File: config.mk
export PLATFORM = sky130hd
export DESIGN_NAME = rtc_control_status
export DESIGN_NICKNAME = d
export VERILOG_FILES = /design/src/hw/level_sync.v /design/src/hw/edge_prescaler.v /design/src/hw/rtc_control_status.v
export VERILOG_INCLUDE_DIRS = /design/src /design/src/hw
export SDC_FILE = /design/constraint.sdc
export NUM_CORES = 1
export LEC_CHECK = 0
export BUFFER_PORTS_ARGS = -buffer_cell sky130_fd_sc_hd__buf_2
export CAP_MARGIN = 25
export CORE_AREA = 2 2 131 133
export DETAILED_ROUTE_END_ITERATION = 8
export DIE_AREA = 0 0 133 135
export PLACE_DENSITY = 0.67
export SLEW_MARGIN = 25
export SYNTH_ARGS = -nofsm -noshare
export SYNTH_HDL_FRONTEND = slang
export SYNTH_SLANG_ARGS = --single-unit
export TNS_END_PERCENT = 5
File: constraint.sdc
create_clock -name core_clk -period 3.3 [get_ports core_clk]
set_clock_uncertainty 0.05 [all_clocks]
set_input_delay 0.33 -clock core_clk [delete_from_list [all_inputs] [get_ports core_clk]]
set_output_delay 0.33 -clock core_clk [all_outputs]
set_load 0.03 [all_outputs]
File: src/hw/rtc_ctrl_defs.vh
// register map, field positions, reset values and counts of the counter block
// assumes: included by bare name by the prescaler and control/status design files of the block
`ifndef RTC_CTRL_DEFS_VH
`define RTC_CTRL_DEFS_VH

// register byte offsets
`define CTL_OFF          8'h00
`define CNT_LO_OFF       8'h04
`define CNT_HI_OFF       8'h08
`define MAT_LO_OFF       8'h0c
`define MAT_HI_OFF       8'h10
`define STAT_OFF         8'h14
`define MASK_OFF         8'h18
`define INFO_OFF         8'h1c

// control register fields
`define CTL_BLK_RST      7
`define CTL_CNT_EN       6
`define CTL_WAKE_MAT     5
`define CTL_XMODE_HI     4
`define CTL_XMODE_LO     3
`define CTL_CLR_ON_MAT   2
`define CTL_CNT_CLR_N    1
`define CTL_XTAL_SEL     0
`define CTL_RESET        8'h00

// status and mask fields
`define ST_MATCH         0
`define ST_TICK          1
`define ST_WIDTH         2
`define ST_RESET         2'h0

// counter and prescaler
`define CNT_WIDTH        40
`define PRE_WIDTH        6
`define PRE_LAST         6'h3f
`define REL_CYCLES       2

`endif

File: src/hw/level_sync.v
// two-flop synchroniser for a level from outside the core clock domain
// assumes: the first flop feeds only the second
`timescale 1ns/100ps
module level_sync
(
   input  wire core_clk,
   input  wire arst_n,
   input  wire din,
   output reg  dout
);

reg meta_r;

always @(posedge core_clk or negedge arst_n)
begin
   if (!arst_n)
   begin
      meta_r <= 1'b0;
      dout   <= 1'b0;
   end
   else
   begin
      meta_r <= din;
      dout   <= meta_r;
   end
end

endmodule // level_sync

File: src/hw/edge_prescaler.v
// divides timebase edges by 64 into a one-cycle tick
// assumes: edge_in is a one-cycle pulse in the core clock domain
`timescale 1ns/100ps
`include "rtc_ctrl_defs.vh"
module edge_prescaler
(
   input  wire core_clk,
   input  wire arst_n,
   input  wire run,
   input  wire edge_in,
   output reg  tick_r
);

reg [`PRE_WIDTH-1:0] cnt_r;

always @(posedge core_clk or negedge arst_n)
begin
   if (!arst_n)
   begin
      cnt_r  <= {`PRE_WIDTH{1'b0}};
      tick_r <= 1'b0;
   end
   else if (!run)
   begin
      // stopped prescaler restarts from zero on the next enable
      cnt_r  <= {`PRE_WIDTH{1'b0}};
      tick_r <= 1'b0;
   end
   else if (edge_in)
   begin
      if (cnt_r == `PRE_LAST)
      begin
         cnt_r  <= {`PRE_WIDTH{1'b0}};
         tick_r <= 1'b1;
      end
      else
      begin
         cnt_r  <= cnt_r + {{(`PRE_WIDTH-1){1'b0}}, 1'b1};
         tick_r <= 1'b0;
      end
   end
   else
   begin
      tick_r <= 1'b0;
   end
end

endmodule // edge_prescaler

File: src/hw/rtc_control_status.v
// control/status logic of the real-time counter with an apb register slave
// assumes: apb master on core_clk; timebase_clock is a slow free clock pin
//
// Notes on behaviour
// - control bit 7 resets counter block; release two bus clocks after clearing
// - counting runs only when enable bit 6 is set and block reset is off
// - first increment comes after 64 rising timebase edges from enable
// - clearing enable stops prescaler, counter value is kept
// - counter loads from software only while enable is cleared
// - wake-on-match bit 5 drives both match outputs high on count equal match
// - power sequencer match output wakes the 1.5 V regulator when connected
// - wake-on-match cleared keeps both match outputs low
// - crystal mode field sits in bits 4:3, reset value 00
// - crystal mode reaches oscillator mode only while crystal select is 1
// - writing 0 to counter clear bit resets the 40-bit counter
// - clear-on-match clears counter at equality, unless match value is zero
//
// Local design decisions: the register offsets and the APB slave port.
`timescale 1ns/100ps
`include "rtc_ctrl_defs.vh"
module rtc_control_status
(
   input  wire        core_clk,
   input  wire        arst_n,
   input  wire        psel,
   input  wire        penable,
   input  wire        pwrite,
   input  wire [7:0]  paddr,
   input  wire [31:0] pwdata,
   output reg  [31:0] prdata,
   output reg         pready,
   output reg         pslverr,
   input  wire        timebase_clock,
   output reg         match_out,
   output reg         power_seq_match_out,
   output reg  [1:0]  oscillator_mode,
   output reg         crystal_select,
   output reg         irq
);

////////////////////////////////////////////////////////////////////////////////
// registers and wires

reg  [7:0]              ctl_r;
reg  [`CNT_WIDTH-1:0]   count_r;
reg  [`CNT_WIDTH-1:0]   match_r;
reg  [`ST_WIDTH-1:0]    status_r;
reg  [`ST_WIDTH-1:0]    status_nxt;
reg  [`ST_WIDTH-1:0]    mask_r;
reg  [`ST_WIDTH-1:0]    rd_snap_r;
reg  [`REL_CYCLES-1:0]  rel_r;
reg                     tb_prev_r;
reg  [31:0]             rd_mux;
reg                     rd_hit;

wire                    tb_sync;
wire                    tb_edge;
wire                    tick;
wire                    blk_rst;
wire                    run;
wire                    setup;
wire                    wr_acc;
wire                    rd_acc;
wire                    equal;
wire                    match_nz;
wire                    match_now;

////////////////////////////////////////////////////////////////////////////////
// apb handshake: no wait state, write and read-clear at the access edge

assign setup  = psel & ~penable;
assign wr_acc = psel & penable & pready & pwrite;
assign rd_acc = psel & penable & pready & ~pwrite;

always @*
begin
   rd_mux = 32'h0000_0000;
   rd_hit = 1'b1;
   if (paddr == `CTL_OFF)
   begin
      rd_mux[7:0] = ctl_r;
   end
   else if (paddr == `CNT_LO_OFF)
   begin
      rd_mux = count_r[31:0];
   end
   else if (paddr == `CNT_HI_OFF)
   begin
      rd_mux[7:0] = count_r[`CNT_WIDTH-1:32];
   end
   else if (paddr == `MAT_LO_OFF)
   begin
      rd_mux = match_r[31:0];
   end
   else if (paddr == `MAT_HI_OFF)
   begin
      rd_mux[7:0] = match_r[`CNT_WIDTH-1:32];
   end
   else if (paddr == `STAT_OFF)
   begin
      rd_mux[`ST_WIDTH-1:0] = status_r;
   end
   else if (paddr == `MASK_OFF)
   begin
      rd_mux[`ST_WIDTH-1:0] = mask_r;
   end
   else if (paddr == `INFO_OFF)
   begin
      rd_mux[0] = blk_rst;
      rd_mux[1] = run;
      rd_mux[2] = match_now;
   end
   else
   begin
      rd_hit = 1'b0;
   end
end

always @(posedge core_clk or negedge arst_n)
begin
   if (!arst_n)
   begin
      pready    <= 1'b0;
      pslverr   <= 1'b0;
      prdata    <= 32'h0000_0000;
      rd_snap_r <= `ST_RESET;
   end
   else
   begin
      pready  <= setup;
      pslverr <= setup & ~rd_hit;
      if (setup)
      begin
         prdata    <= pwrite ? 32'h0000_0000 : rd_mux;
         rd_snap_r <= (!pwrite && paddr == `STAT_OFF) ? status_r : `ST_RESET;
      end
   end
end

////////////////////////////////////////////////////////////////////////////////
// control, match and mask registers

always @(posedge core_clk or negedge arst_n)
begin
   if (!arst_n)
   begin
      ctl_r   <= `CTL_RESET;
      match_r <= {`CNT_WIDTH{1'b0}};
      mask_r  <= `ST_RESET;
   end
   else if (wr_acc)
   begin
      if (paddr == `CTL_OFF)
      begin
         ctl_r <= pwdata[7:0];
      end
      else if (paddr == `MAT_LO_OFF)
      begin
         match_r[31:0] <= pwdata;
      end
      else if (paddr == `MAT_HI_OFF)
      begin
         match_r[`CNT_WIDTH-1:32] <= pwdata[7:0];
      end
      else if (paddr == `MASK_OFF)
      begin
         mask_r <= pwdata[`ST_WIDTH-1:0];
      end
   end
end

////////////////////////////////////////////////////////////////////////////////
// block reset with delayed release

always @(posedge core_clk or negedge arst_n)
begin
   if (!arst_n)
   begin
      rel_r <= {`REL_CYCLES{1'b0}};
   end
   else
   begin
      rel_r <= {rel_r[`REL_CYCLES-2:0], ctl_r[`CTL_BLK_RST]};
   end
end

assign blk_rst = ctl_r[`CTL_BLK_RST] | (|rel_r);
assign run     = ctl_r[`CTL_CNT_EN] & ~blk_rst;

////////////////////////////////////////////////////////////////////////////////
// timebase edge detection and prescaler

level_sync u_tb_sync
(
   .core_clk (core_clk),
   .arst_n   (arst_n),
   .din      (timebase_clock),
   .dout     (tb_sync)
);

always @(posedge core_clk or negedge arst_n)
begin
   if (!arst_n)
   begin
      tb_prev_r <= 1'b0;
   end
   else
   begin
      tb_prev_r <= tb_sync;
   end
end

assign tb_edge = tb_sync & ~tb_prev_r;

edge_prescaler u_pre
(
   .core_clk (core_clk),
   .arst_n   (arst_n),
   .run      (run),
   .edge_in  (tb_edge),
   .tick_r   (tick)
);

////////////////////////////////////////////////////////////////////////////////
// 40-bit counter

assign equal    = (count_r == match_r);
assign match_nz = |match_r;

always @(posedge core_clk or negedge arst_n)
begin
   if (!arst_n)
   begin
      count_r <= {`CNT_WIDTH{1'b0}};
   end
   else if (blk_rst || !ctl_r[`CTL_CNT_CLR_N])
   begin
      count_r <= {`CNT_WIDTH{1'b0}};
   end
   else if (wr_acc && !ctl_r[`CTL_CNT_EN] && paddr == `CNT_LO_OFF)
   begin
      count_r[31:0] <= pwdata;
   end
   else if (wr_acc && !ctl_r[`CTL_CNT_EN] && paddr == `CNT_HI_OFF)
   begin
      count_r[`CNT_WIDTH-1:32] <= pwdata[7:0];
   end
   else if (tick && run)
   begin
      if (ctl_r[`CTL_CLR_ON_MAT] && match_nz && equal)
      begin
         count_r <= {`CNT_WIDTH{1'b0}};
      end
      else
      begin
         count_r <= count_r + {{(`CNT_WIDTH-1){1'b0}}, 1'b1};
      end
   end
   // otherwise the value is held while stopped
end

////////////////////////////////////////////////////////////////////////////////
// match outputs, oscillator controls

assign match_now = ctl_r[`CTL_WAKE_MAT] & equal;

always @(posedge core_clk or negedge arst_n)
begin
   if (!arst_n)
   begin
      match_out           <= 1'b0;
      power_seq_match_out <= 1'b0;
      oscillator_mode     <= 2'b00;
      crystal_select      <= 1'b0;
   end
   else
   begin
      match_out           <= match_now;
      power_seq_match_out <= match_now;
      crystal_select      <= ctl_r[`CTL_XTAL_SEL];
      oscillator_mode     <= ctl_r[`CTL_XTAL_SEL] ?
                             ctl_r[`CTL_XMODE_HI:`CTL_XMODE_LO] : 2'b00;
   end
end

////////////////////////////////////////////////////////////////////////////////
// sticky status, read clears reported bits, new events win

always @*
begin
   status_nxt = status_r;
   if (rd_acc && paddr == `STAT_OFF)
   begin
      status_nxt = status_nxt & ~rd_snap_r;
   end
   if (match_now && !match_out)
   begin
      status_nxt[`ST_MATCH] = 1'b1;
   end
   if (tick && run)
   begin
      status_nxt[`ST_TICK] = 1'b1;
   end
end

always @(posedge core_clk or negedge arst_n)
begin
   if (!arst_n)
   begin
      status_r <= `ST_RESET;
      irq      <= 1'b0;
   end
   else
   begin
      status_r <= status_nxt;
      irq      <= |(status_nxt & mask_r);
   end
end

endmodule // rtc_control_status

==> reports/qor.tcl, run 1 <==
set qor(status) {complete, no violations}
set qor(clock_tree.htree_level_count) 4
set qor(area_leader_netlist) {sky130_fd_sc_hd__dfrtp_1}
set qor(detail-route-antenna-nets) 0
set qor(worst_path_dominant_cell_family) {simple AND/OR/NAND/NOR gates}
set qor(synth-seq-cells) 145
set qor(path_max_fanout) 20
set qor(timing.critical_path.arrival_ns) 3.32
set qor(routabilityCongestion) 0.989
set qor(groute.usage.overall_pct) 27.5
set qor(io-pin-count) 86
set qor(finalWirelength_um) 24000
set qor(grt_pass1_wl_um) 38200
set qor(drt_first_pass_iters) 6
set qor(final_nets) 953
set qor(numClockSinks) 145
set qor(clkTransAtPathRegs_ns) 0.06
set qor(placeableCoreArea_um2) 16400
set qor(endpoint_kind) {flop}
set qor(power_report.internal_total_w) 0.00320
set qor(number_of_buffers_and_inverters_on_the_critical_path) 1
set qor(crit_chain) {xnor2_1, nand4_1, nor4_1, and4_1, buf_4, a2bb2oi_1, o311ai_0}
set qor(slew_viol_final) 0
set qor(drc_errors) 0
set qor(grt_max_degree) 80
set qor(path_class) {reg2reg}
set qor(cellLeakagePower_nw) 4.10
set qor(syn_to_final_growth_pct) 16.8
set qor(first_global_vias) 6740
set qor(num_rows) 47
set qor(min_period_over_period_pct) 93.6
set qor(async_reset_ff_share_pct) 100
set qor(final_cell_utilization_of_the_core_pct) 57.4
set qor(timing.max_slew.rel_slack_pct) 41.3
set qor(cp_slowest_cell) {sky130_fd_sc_hd__and4_1}
set qor(achievable-frequency_ghz) 0.324
set qor(post_synth_main_area_contributors) {sky130_fd_sc_hd__dfrtp_1, sky130_fd_sc_hd__mux2_2, sky130_fd_sc_hd__nand2_1}
set qor(grt_antenna_before_repair) 0
set qor(dpl_worst_slack_ns) 0.333
set qor(synthesis.area_per_instance_um2) 9.64
set qor(cpPeakStageDelay_ns) 0.78
set qor(max-clock-path-buffers) 2
set qor(synth_flop_cell) {sky130_fd_sc_hd__dfrtp_1}
set qor(design.die.area_um2) 18000
set qor(worst-endpoint-required_ns) 3.53
set qor(holdCritPathClass) {in2reg}
set qor(final_worst_setup_slack_ns) 0.210
set qor(die-height_um) 135
set qor(post_synth_instance_area_um2) 8070
set qor(final_layout_size_suffix_gt1_share_pct) 24.5
set qor(die_width_um) 133
set qor(share_clk_of_total_power_pct) 52.1
set qor(grt_overflow) 0
set qor(unrepaired_setup_endpoints_after_global_routing) {no}
set qor(max-vdd-ir-drop_mv) 0.391
set qor(synth.most_common_cell) {sky130_fd_sc_hd__dfrtp_1}
set qor(portion_of_the_post_synthesis_area_used_by_sequential_elements_pct) 45.0
set qor(totalNegativeSetupSlack_ns) 0
set qor(number_of_antenna_diodes) 0
set qor(tritoncts_clock_tree) {done}
set qor(vias) 7232
set qor(synthesis.yosys.warnings) 0
set qor(power.share.switching_pct) 21.7
set qor(finalHoldViolations) 0
set qor(synth.top_cells.by_count) {sky130_fd_sc_hd__dfrtp_1, sky130_fd_sc_hd__nand2_1, sky130_fd_sc_hd__o21ai_0, sky130_fd_sc_hd__mux2_2, sky130_fd_sc_hd__clkbuf_1}
set qor(fill_cells) 1453
set qor(cap_violations) 0
set qor(synthesis.instances) 837
set qor(setup_violations) 0
set qor(place.detailed.hpwl_um) 17000
set qor(comb_power_share_pct) 4.0
set qor(initial_utilization_pct) 49.2
set qor(synthDominantCellAreaShare_pct) 45.0
set qor(seq_power_share_pct) 43.9
set qor(worst_pin_slew_ns) 0.879
set qor(power_density_nw_per_um2) 434
set qor(synth_enable_flop_cells) 0
set qor(numPortBuffers) 85
set qor(worstSetupStartpointType) {flop}
set qor(synth_net_count) 885
set qor(power.net_switching_w) 0.000889
set qor(drt_iter0_markers) 854
set qor(routed_via_density) 6.36
set qor(clock_latency_ns) 0.43
set qor(min_period_ns) 3.09
set qor(numCtsBuffers) 17
set qor(post_synth_num_cell_types) 64
set qor(cts_root_buf) {sky130_fd_sc_hd__clkbuf_16}
set qor(avgRoutedWirePerCell_um) 21.1
## final cells by class
type | instances | area, µm² | share of cell area (%)
well taps | 220 | 275 | 2.92
flip-flops and latches | 145 | 3630 | 38.5
repair buffers | 121 | 719 | 7.64
clock inverters | 8 | 150 | 1.59
clock buffers | 23 | 498 | 5.29
multi-input cells | 609 | 4110 | 43.6
inverters | 11 | 41.3 | 0.438
## power groups by stage
stage,Clock (W),Sequential [W],Combinational (W)
final,0.00213,0.00179,0.000165
after global routing,0.00223,0.00179,0.000183
after CTS,0.00215,0.00179,0.000167
after detailed placement,0,0.00182,0.000165
after global placement,0,0.00182,0.000165
after floorplan,0,0.00183,0.0000516
## logic make-up (layout without fill, tap and decap cells)
family	after synthesis	in the layout	share of synthesized area, %
mux	51	51	7.12
simple gates	317	317	21.5
flops	145	145	45.0
xor+xnor	42	42	4.56
buf+inv	83	163	4.23
fa+ha+maj	2	2	0.310
compound gates	197	197	17.3
## stage by stage
step           hold slack (ns)  area [µm²]  total power (W)  instances
6_report                0.0843        9420          0.00409       1137
5_1_grt                 0.0919        9420          0.00420       1137
4_1_cts                 0.0709        9420          0.00410       1137
3_5_place_dp             0.288        8750          0.00199       1104
3_3_place_gp             0.285        8750          0.00199       1104
2_1_floorplan          -0.0156        8070          0.00188        837
## layer usage
metal,vias to the layer above,wire length [µm],GRT usage [%]
li1,3301,-,-
met4,0,427,9.08
met5,-,0,0
met1,3561,10500,38.4
met2,329,11400,43.0
met3,41,1750,5.74
## sequential cells by signal (all words and copies together) (netlist names), 2 cells and up
signal           flops
count_r             40
u_pre.cnt_r          6
oscillator_mode      2
prdata              32
mask_r               2
rd_snap_r            2
ctl_r                8
match_r             40
status_r             2
rel_r                2
## final timing paths
path,from,end,slack [ns],cells past startpoint
worst min register to register,u_tb_sync.meta_r,u_tb_sync.dout,0.30,0
max in group asynchronous,arst_n,count_r[8],1.91,3
worst min-delay path,pwdata[18],count_r[18],0.08,3
worst max register to register,count_r[25],count_r[10],0.21,7
min in group asynchronous,arst_n,prdata[4],0.48,2
worst max-delay path,count_r[25],count_r[10],0.21,7
## layout by cell type (no fill, tap or decap), types with 4 or more instances in the layout
master / instances
sky130_fd_sc_hd__dfrtp_1: 145
sky130_fd_sc_hd__nand2_1: 97
sky130_fd_sc_hd__buf_2: 84
sky130_fd_sc_hd__o21ai_0: 53
sky130_fd_sc_hd__mux2_2: 51
sky130_fd_sc_hd__a22oi_1: 43
sky130_fd_sc_hd__nand3_1: 42
sky130_fd_sc_hd__xnor2_1: 40
sky130_fd_sc_hd__nand4_1: 33
sky130_fd_sc_hd__buf_4: 33
sky130_fd_sc_hd__nor4_1: 24
sky130_fd_sc_hd__nor2_1: 23
sky130_fd_sc_hd__nor3_1: 19
sky130_fd_sc_hd__and3_1: 19
sky130_fd_sc_hd__clkbuf_16: 17
sky130_fd_sc_hd__o311ai_0: 14
sky130_fd_sc_hd__a21oi_1: 12
sky130_fd_sc_hd__inv_1: 11
sky130_fd_sc_hd__a2bb2oi_1: 10
sky130_fd_sc_hd__nand2b_1: 9
sky130_fd_sc_hd__a31oi_1: 9
sky130_fd_sc_hd__a22o_1: 7
sky130_fd_sc_hd__or4_1: 6
sky130_fd_sc_hd__a221oi_1: 5
sky130_fd_sc_hd__nor2b_1: 5
sky130_fd_sc_hd__a221o_1: 5
sky130_fd_sc_hd__or3_1: 5
sky130_fd_sc_hd__and2_1: 5
sky130_fd_sc_hd__clkbuf_8: 5
sky130_fd_sc_hd__or2_2: 4
sky130_fd_sc_hd__a32oi_1: 4
sky130_fd_sc_hd__o31ai_1: 4
sky130_fd_sc_hd__nor4b_1: 4
sky130_fd_sc_hd__and4_1: 4
sky130_fd_sc_hd__bufinv_16: 4
## timing repair
action,4_1_cts,5_1_grt
resized for setup,0,0
hold buffers,2,0
hold endpoints to repair,78,0
setup buffers,0,0
## worst register-to-register path, stage by stage (launching register included)
cell,delay [ns]
sky130_fd_sc_hd__dfrtp_1,0.50
sky130_fd_sc_hd__xnor2_1,0.37
sky130_fd_sc_hd__nand4_1,0.16
sky130_fd_sc_hd__nor4_1,0.48
sky130_fd_sc_hd__and4_1,0.78
sky130_fd_sc_hd__buf_4,0.27
sky130_fd_sc_hd__a2bb2oi_1,0.17
sky130_fd_sc_hd__o311ai_0,0.15
Power figures use the tool's default switching activity.
==> run 2, diff against run 1 <==
- CORE_AREA: 2 2 131 133 -> 2 2 125 127
- DIE_AREA: 0 0 133 135 -> 0 0 127 129
- PLACE_DENSITY: 0.67 -> 0.73
==> run 2 against run 1 <==
  * Power decreased by 5.2%
  * First-iteration DRC count increased by 20%
  * Critical path depth is the same
  * Clock-buffer cell count is 3 lower
  * Wire length down 0.31%
  * Design area is 0.92% lower
  * Critical path type unchanged
==> reports/qor.tcl, run 2 (synthesis gave the netlist of run 1 again) <==
set qor(routed_via_density) 6.62
set qor(grt_pass1_wl_um) 38500
set qor(finalHoldViolations) 0
set qor(detail-route-antenna-nets) 0
set qor(timing.max_slew.rel_slack_pct) 47.6
set qor(grt_antenna_before_repair) 0
set qor(totalNegativeSetupSlack_ns) 0
set qor(clock_latency_ns) 0.42
set qor(number_of_antenna_diodes) 0
set qor(die-height_um) 129
set qor(fill_cells) 1286
set qor(slew_viol_final) 0
set qor(numClockSinks) 145
set qor(mostFrequentLayoutCell) {sky130_fd_sc_hd__dfrtp_1}
set qor(max-vdd-ir-drop_mv) 0.368
set qor(cap_violations) 0
set qor(numPortBuffers) 85
set qor(io-pin-count) 86
set qor(worst-endpoint-required_ns) 3.53
set qor(syn_to_final_growth_pct) 15.7
set qor(timing.critical_path.arrival_ns) 3.15
set qor(initial_utilization_pct) 53.9
set qor(final_cell_utilization_of_the_core_pct) 62.3
set qor(avgRoutedWirePerCell_um) 21.6
set qor(worst_pin_slew_ns) 0.779
set qor(place.detailed.hpwl_um) 16600
set qor(power_density_nw_per_um2) 415
set qor(max-clock-path-buffers) 2
set qor(unrepaired_setup_endpoints_after_global_routing) {no}
set qor(tritoncts_clock_tree) {done}
set qor(count_of_buffers_added_by_post_cts_timing_repair_for_setup) 0
set qor(path_class) {reg2reg}
set qor(cts_root_buf) {sky130_fd_sc_hd__clkbuf_16}
set qor(drc_errors) 0
set qor(min_period_over_period_pct) 88.5
set qor(design.die.area_um2) 16400
set qor(num_rows) 45
set qor(grt_overflow) 0
set qor(status) {complete, no violations}
set qor(setup_violations) 0
set qor(routabilityCongestion) 1.02
set qor(achievable-frequency_ghz) 0.342
set qor(clkTransAtPathRegs_ns) 0.06
set qor(final_layout_size_suffix_gt1_share_pct) 24.8
set qor(endpoint_kind) {flop}
set qor(min_period_ns) 2.92
set qor(drt_iter0_markers) 1024
set qor(placeableCoreArea_um2) 15000
set qor(numCtsBuffers) 17
set qor(final_cell_mix) {sky130_fd_sc_hd__dfrtp_1, sky130_fd_sc_hd__nand2_1, sky130_fd_sc_hd__buf_2}
set qor(vias) 7333
set qor(worstSetupStartpointType) {flop}
set qor(grt_max_degree) 109
set qor(finalWirelength_um) 24000
set qor(largest_regs) {count_r: 40 flops, match_r: 40 flops, prdata: 32 flops}
set qor(clock_tree.htree_level_count) 4
set qor(first_global_vias) 7159
set qor(final_nets) 955
set qor(holdCritPathClass) {in2reg}
set qor(cellLeakagePower_nw) 4.08
set qor(path_max_fanout) 24
set qor(drt_first_pass_iters) 5
set qor(die_width_um) 127
set qor(groute.usage.overall_pct) 30.3
[run 2: cell count changes in the layout (fill, tap and decap cells not counted), sizes merged]
cell	before	now
clkbuf	23	20
clkinvlp	1	4
buf	119	121
bufinv	4	2
inv	11	13
clkinv	3	4
[run 2: cell type report]
cell class	instances	area (µm²)	area share, %
timing repair buffer	123	734	7.87
clock buffer	20	457	4.89
inverter	11	41.3	0.442
clock inverter	12	131	1.41
multi-input combinational	609	4110	44.0
tap	188	235	2.52
sequential	145	3630	38.9
[run 2: critical path: stages, from the launching register on]
cell	delay [ns]
sky130_fd_sc_hd__dfrtp_1	0.49
sky130_fd_sc_hd__xnor2_1	0.39
sky130_fd_sc_hd__nand4_1	0.17
sky130_fd_sc_hd__nor4_1	0.49
sky130_fd_sc_hd__and4_2	0.69
sky130_fd_sc_hd__buf_4	0.21
sky130_fd_sc_hd__a2bb2oi_1	0.15
sky130_fd_sc_hd__o311ai_0	0.13
[run 2: power breakdown]
part | internal (W) | total, W | switching (W)
Sequential | 0.00179 | 0.00179 | 0.00000657
Combinational | 0.0000476 | 0.000166 | 0.000118
Clock | 0.00115 | 0.00192 | 0.000763
[run 2: worst paths after layout]
check                                 end  slack, ns  cells past startpoint        startpoint
setup reg to reg              count_r[29]       0.38                      7       count_r[25]
hold reg to reg            u_tb_sync.dout       0.31                      0  u_tb_sync.meta_r
max in group asynchronous      match_r[9]       1.94                      3            arst_n
setup / recovery              count_r[29]       0.38                      7       count_r[25]
min in group asynchronous  crystal_select       0.32                      2            arst_n
hold / removal                count_r[18]       0.09                      3        pwdata[18]
[run 2: timing repair]
action                                 4_1_cts  5_1_grt
gates resized for setup                      0        1
endpoints found under the hold margin       38        0
setup endpoints to repair                    0        4
hold buffers                                 2        0
[run 2: through the flow]
step / hold slack (ns) / power, W / cells / worst slack [ns] / area, µm²
finish: 0.0896 / 0.00388 / 1108 / 0.378 / 9340
CTS: 0.0842 / 0.00390 / 1108 / 0.263 / 9330
floorplan: -0.0156 / 0.00188 / 837 / 0.778 / 8070
detailed placement: 0.209 / 0.00199 / 1074 / 0.305 / 8730
global placement: 0.206 / 0.00199 / 1074 / 0.411 / 8730
global route: 0.0869 / 0.00400 / 1108 / 0.231 / 9340
[run 2: per-layer routing]
layer	share of wire, %	global-route usage, %	vias to the layer above
met5	0	0	-
li1	-	-	3307
met2	47	47.7	356
met1	42	40.6	3600
met4	3.1	11.2	0
met3	8.4	8.36	70
==> run 3, diff against run 2 <==
- CORE_AREA: 2 2 125 127 -> 2 2 132 121
- DIE_AREA: 0 0 127 129 -> 0 0 134 123
- PLACE_DENSITY: 0.73 -> 0.76
- clock period: 3.3 -> 2.6 ns (I/O delays scaled with it)
==> run 3 against run 2 <==
  * Sequential share of layout area decreased by 2.7 points
  * Power rose by 33%
  * Non-clock buffer count rose by 61
  * Setup slack got worse by 0.34 ns
  * Clock power increased by 37%
  * Combinational power is 39% higher
  * Critical endpoint is now count_r[34]
  * Die area grew 0.60%
  * Clock-buffer cell count decreased by 1
==> reports/qor.tcl, run 3 (synthesis gave the netlist of run 1 again) <==
set qor(numPortBuffers) 85
set qor(achievable-frequency_ghz) 0.391
set qor(final_nets) 1016
set qor(power_density_nw_per_um2) 512
set qor(slew_viol_final) 0
set qor(share_clk_of_total_power_pct) 51.3
set qor(detail-route-antenna-nets) 0
set qor(holdCritPathClass) {in2reg}
set qor(grt_max_degree) 55
set qor(grt_antenna_before_repair) 0
set qor(place.detailed.hpwl_um) 18000
set qor(die_width_um) 134
set qor(numClockSinks) 145
set qor(max-clock-path-buffers) 2
set qor(clock_latency_ns) 0.43
set qor(setup_violations) 0
set qor(power.net_switching_w) 0.00115
set qor(largest_regs) {count_r: 40 flops, match_r: 40 flops, prdata: 32 flops}
set qor(timing.max_slew.rel_slack_pct) 51.1
set qor(vias) 7717
set qor(seq_power_share_pct) 44.2
set qor(number_of_antenna_diodes) 0
set qor(worst_pin_slew_ns) 0.730
set qor(worst_path_dominant_cell_family) {simple AND/OR/NAND/NOR gates}
set qor(tritoncts_clock_tree) {done}
set qor(detailroute.wirelength.met2_um) 11700
set qor(clkTransAtPathRegs_ns) 0.06
set qor(min_period_over_period_pct) 98.3
set qor(path_class) {reg2reg}
set qor(avgRoutedWirePerCell_um) 21.5
set qor(first_global_vias) 7412
set qor(final_layout_size_suffix_gt1_share_pct) 32.2
set qor(worst-endpoint-required_ns) 2.89
set qor(fill_cells) 1198
set qor(met1Wirelength_um) 10400
set qor(path_max_fanout) 4
set qor(power.share.switching_pct) 22.4
set qor(endpoint_kind) {flop}
set qor(cpPeakStageDelay_ns) 0.56
set qor(numCtsBuffers) 17
set qor(detailroute.wirelength.met3_um) 2520
set qor(routed_via_density) 6.52
set qor(syn_to_final_growth_pct) 24.8
set qor(number_of_buffers_and_inverters_on_the_critical_path) 0
set qor(comb_power_share_pct) 4.5
set qor(highest-signal-layer) {met4}
set qor(grt_pass1_wl_um) 40600
set qor(totalNegativeSetupSlack_ns) 0
set qor(power_report.internal_total_w) 0.00400
set qor(multi_input_gate_area_in_the_final_layout_um2) 4240
set qor(finalWirelength_um) 25400
set qor(worstSetupStartpointType) {flop}
set qor(routabilityCongestion) 1.04
set qor(final-seq-area_um2) 3640
set qor(initial_utilization_pct) 53.4
set qor(status) {complete, no violations}
set qor(drt_iter0_markers) 1097
set qor(final_cell_mix) {sky130_fd_sc_hd__dfrtp_1, sky130_fd_sc_hd__nand2_1, sky130_fd_sc_hd__buf_4}
set qor(cap_violations) 0
set qor(mostFrequentLayoutCell) {sky130_fd_sc_hd__dfrtp_1}
set qor(cp_slowest_cell) {sky130_fd_sc_hd__or4_4}
set qor(min_period_ns) 2.56
set qor(groute.usage.overall_pct) 32.1
set qor(placeableCoreArea_um2) 15100
set qor(num_rows) 43
set qor(finalHoldViolations) 0
set qor(drt_first_pass_iters) 8
set qor(timing.critical_path.arrival_ns) 2.85
set qor(clock_tree.htree_level_count) 4
set qor(crit_chain) {nor4_1, nand4_1, o31a_1, and4_2, or4_4, o31ai_1}
set qor(io-pin-count) 86
set qor(max-vdd-ir-drop_mv) 0.506
set qor(design.die.area_um2) 16500
set qor(drc_errors) 0
set qor(cts_root_buf) {sky130_fd_sc_hd__clkbuf_16}
set qor(final_cell_utilization_of_the_core_pct) 66.6
set qor(cellLeakagePower_nw) 4.45
set qor(grt_overflow) 0
set qor(die-height_um) 123
run 3: changes by cell type in the layout (fill, tap and decap cells not counted), sizes merged:
cell	previous run	this run
clkbuf	20	19
clkinv	4	5
inv	13	12
bufinv	2	4
clkinvlp	4	3
buf	121	182
run 3: cell type report:
type	instances	area share [%]
clock buffer	19	4.50
clock inverter	13	1.83
inverter	11	0.410
multi-input combinational	609	42.1
sequential	145	36.1
tap	202	2.51
timing repair buffer	184	12.5
run 3: worst min-delay path: stages:
cell,delay [ns]
sky130_fd_sc_hd__buf_2,0.09
sky130_fd_sc_hd__nand2_1,0.05
sky130_fd_sc_hd__o311ai_1,0.06
run 3: stage by stage:
step / hold WS (ns) / total power, W / area [µm²] / setup slack, ns / cells
floorplan: -0.0856 / 0.00238 / 8070 / 0.0784 / 837
detailed placement: 0.210 / 0.00254 / 9260 / 0.0493 / 1148
global placement: 0.210 / 0.00254 / 9260 / 0.0475 / 1148
finish: 0.0121 / 0.00515 / 10100 / 0.0430 / 1183
global route: 0.00890 / 0.00530 / 10100 / -0.0143 / 1183
CTS: 0.0000936 / 0.00517 / 9910 / 0.0166 / 1182
run 3: path summary, 6_finish.rpt:
| path | slack (ns) | depth (start not counted) | to | startpoint |
|---|---|---|---|---|
| min in group asynchronous | 0.31 | 2 | power_seq_match_out | arst_n |
| setup reg to reg | 0.04 | 6 | count_r[34] | match_r[8] |
| hold / removal | 0.01 | 3 | count_r[18] | pwdata[18] |
| setup / recovery | 0.04 | 6 | count_r[34] | match_r[8] |
| max in group asynchronous | 1.49 | 3 | prdata[9] | arst_n |
| hold reg to reg | 0.30 | 0 | u_tb_sync.dout | u_tb_sync.meta_r |
run 3: timing repair:
action,4_1_cts,5_1_grt
hold buffers,2,0
buffers inserted,0,1
hold endpoints to repair,51,0
resized for setup,0,32
endpoints found under the setup margin,0,18
run 3: power by group through the flow:
stage	logic, W	registers [W]	clock network (W)
4_1_cts	0.000228	0.00227	0.00267
6_report	0.000231	0.00228	0.00264
2_1_floorplan	0.0000655	0.00232	0
5_1_grt	0.000253	0.00228	0.00277
3_5_place_dp	0.000224	0.00232	0
3_3_place_gp	0.000222	0.00232	0
run 3: per-layer routing:
| layer | global-route usage [%] | vias to the layer above |
|---|---|---|
| li1 | - | 3409 |
| met1 | 43.7 | 3758 |
| met2 | 50.5 | 464 |
| met3 | 6.81 | 86 |
| met4 | 12.4 | 0 |
| met5 | 0 | - |
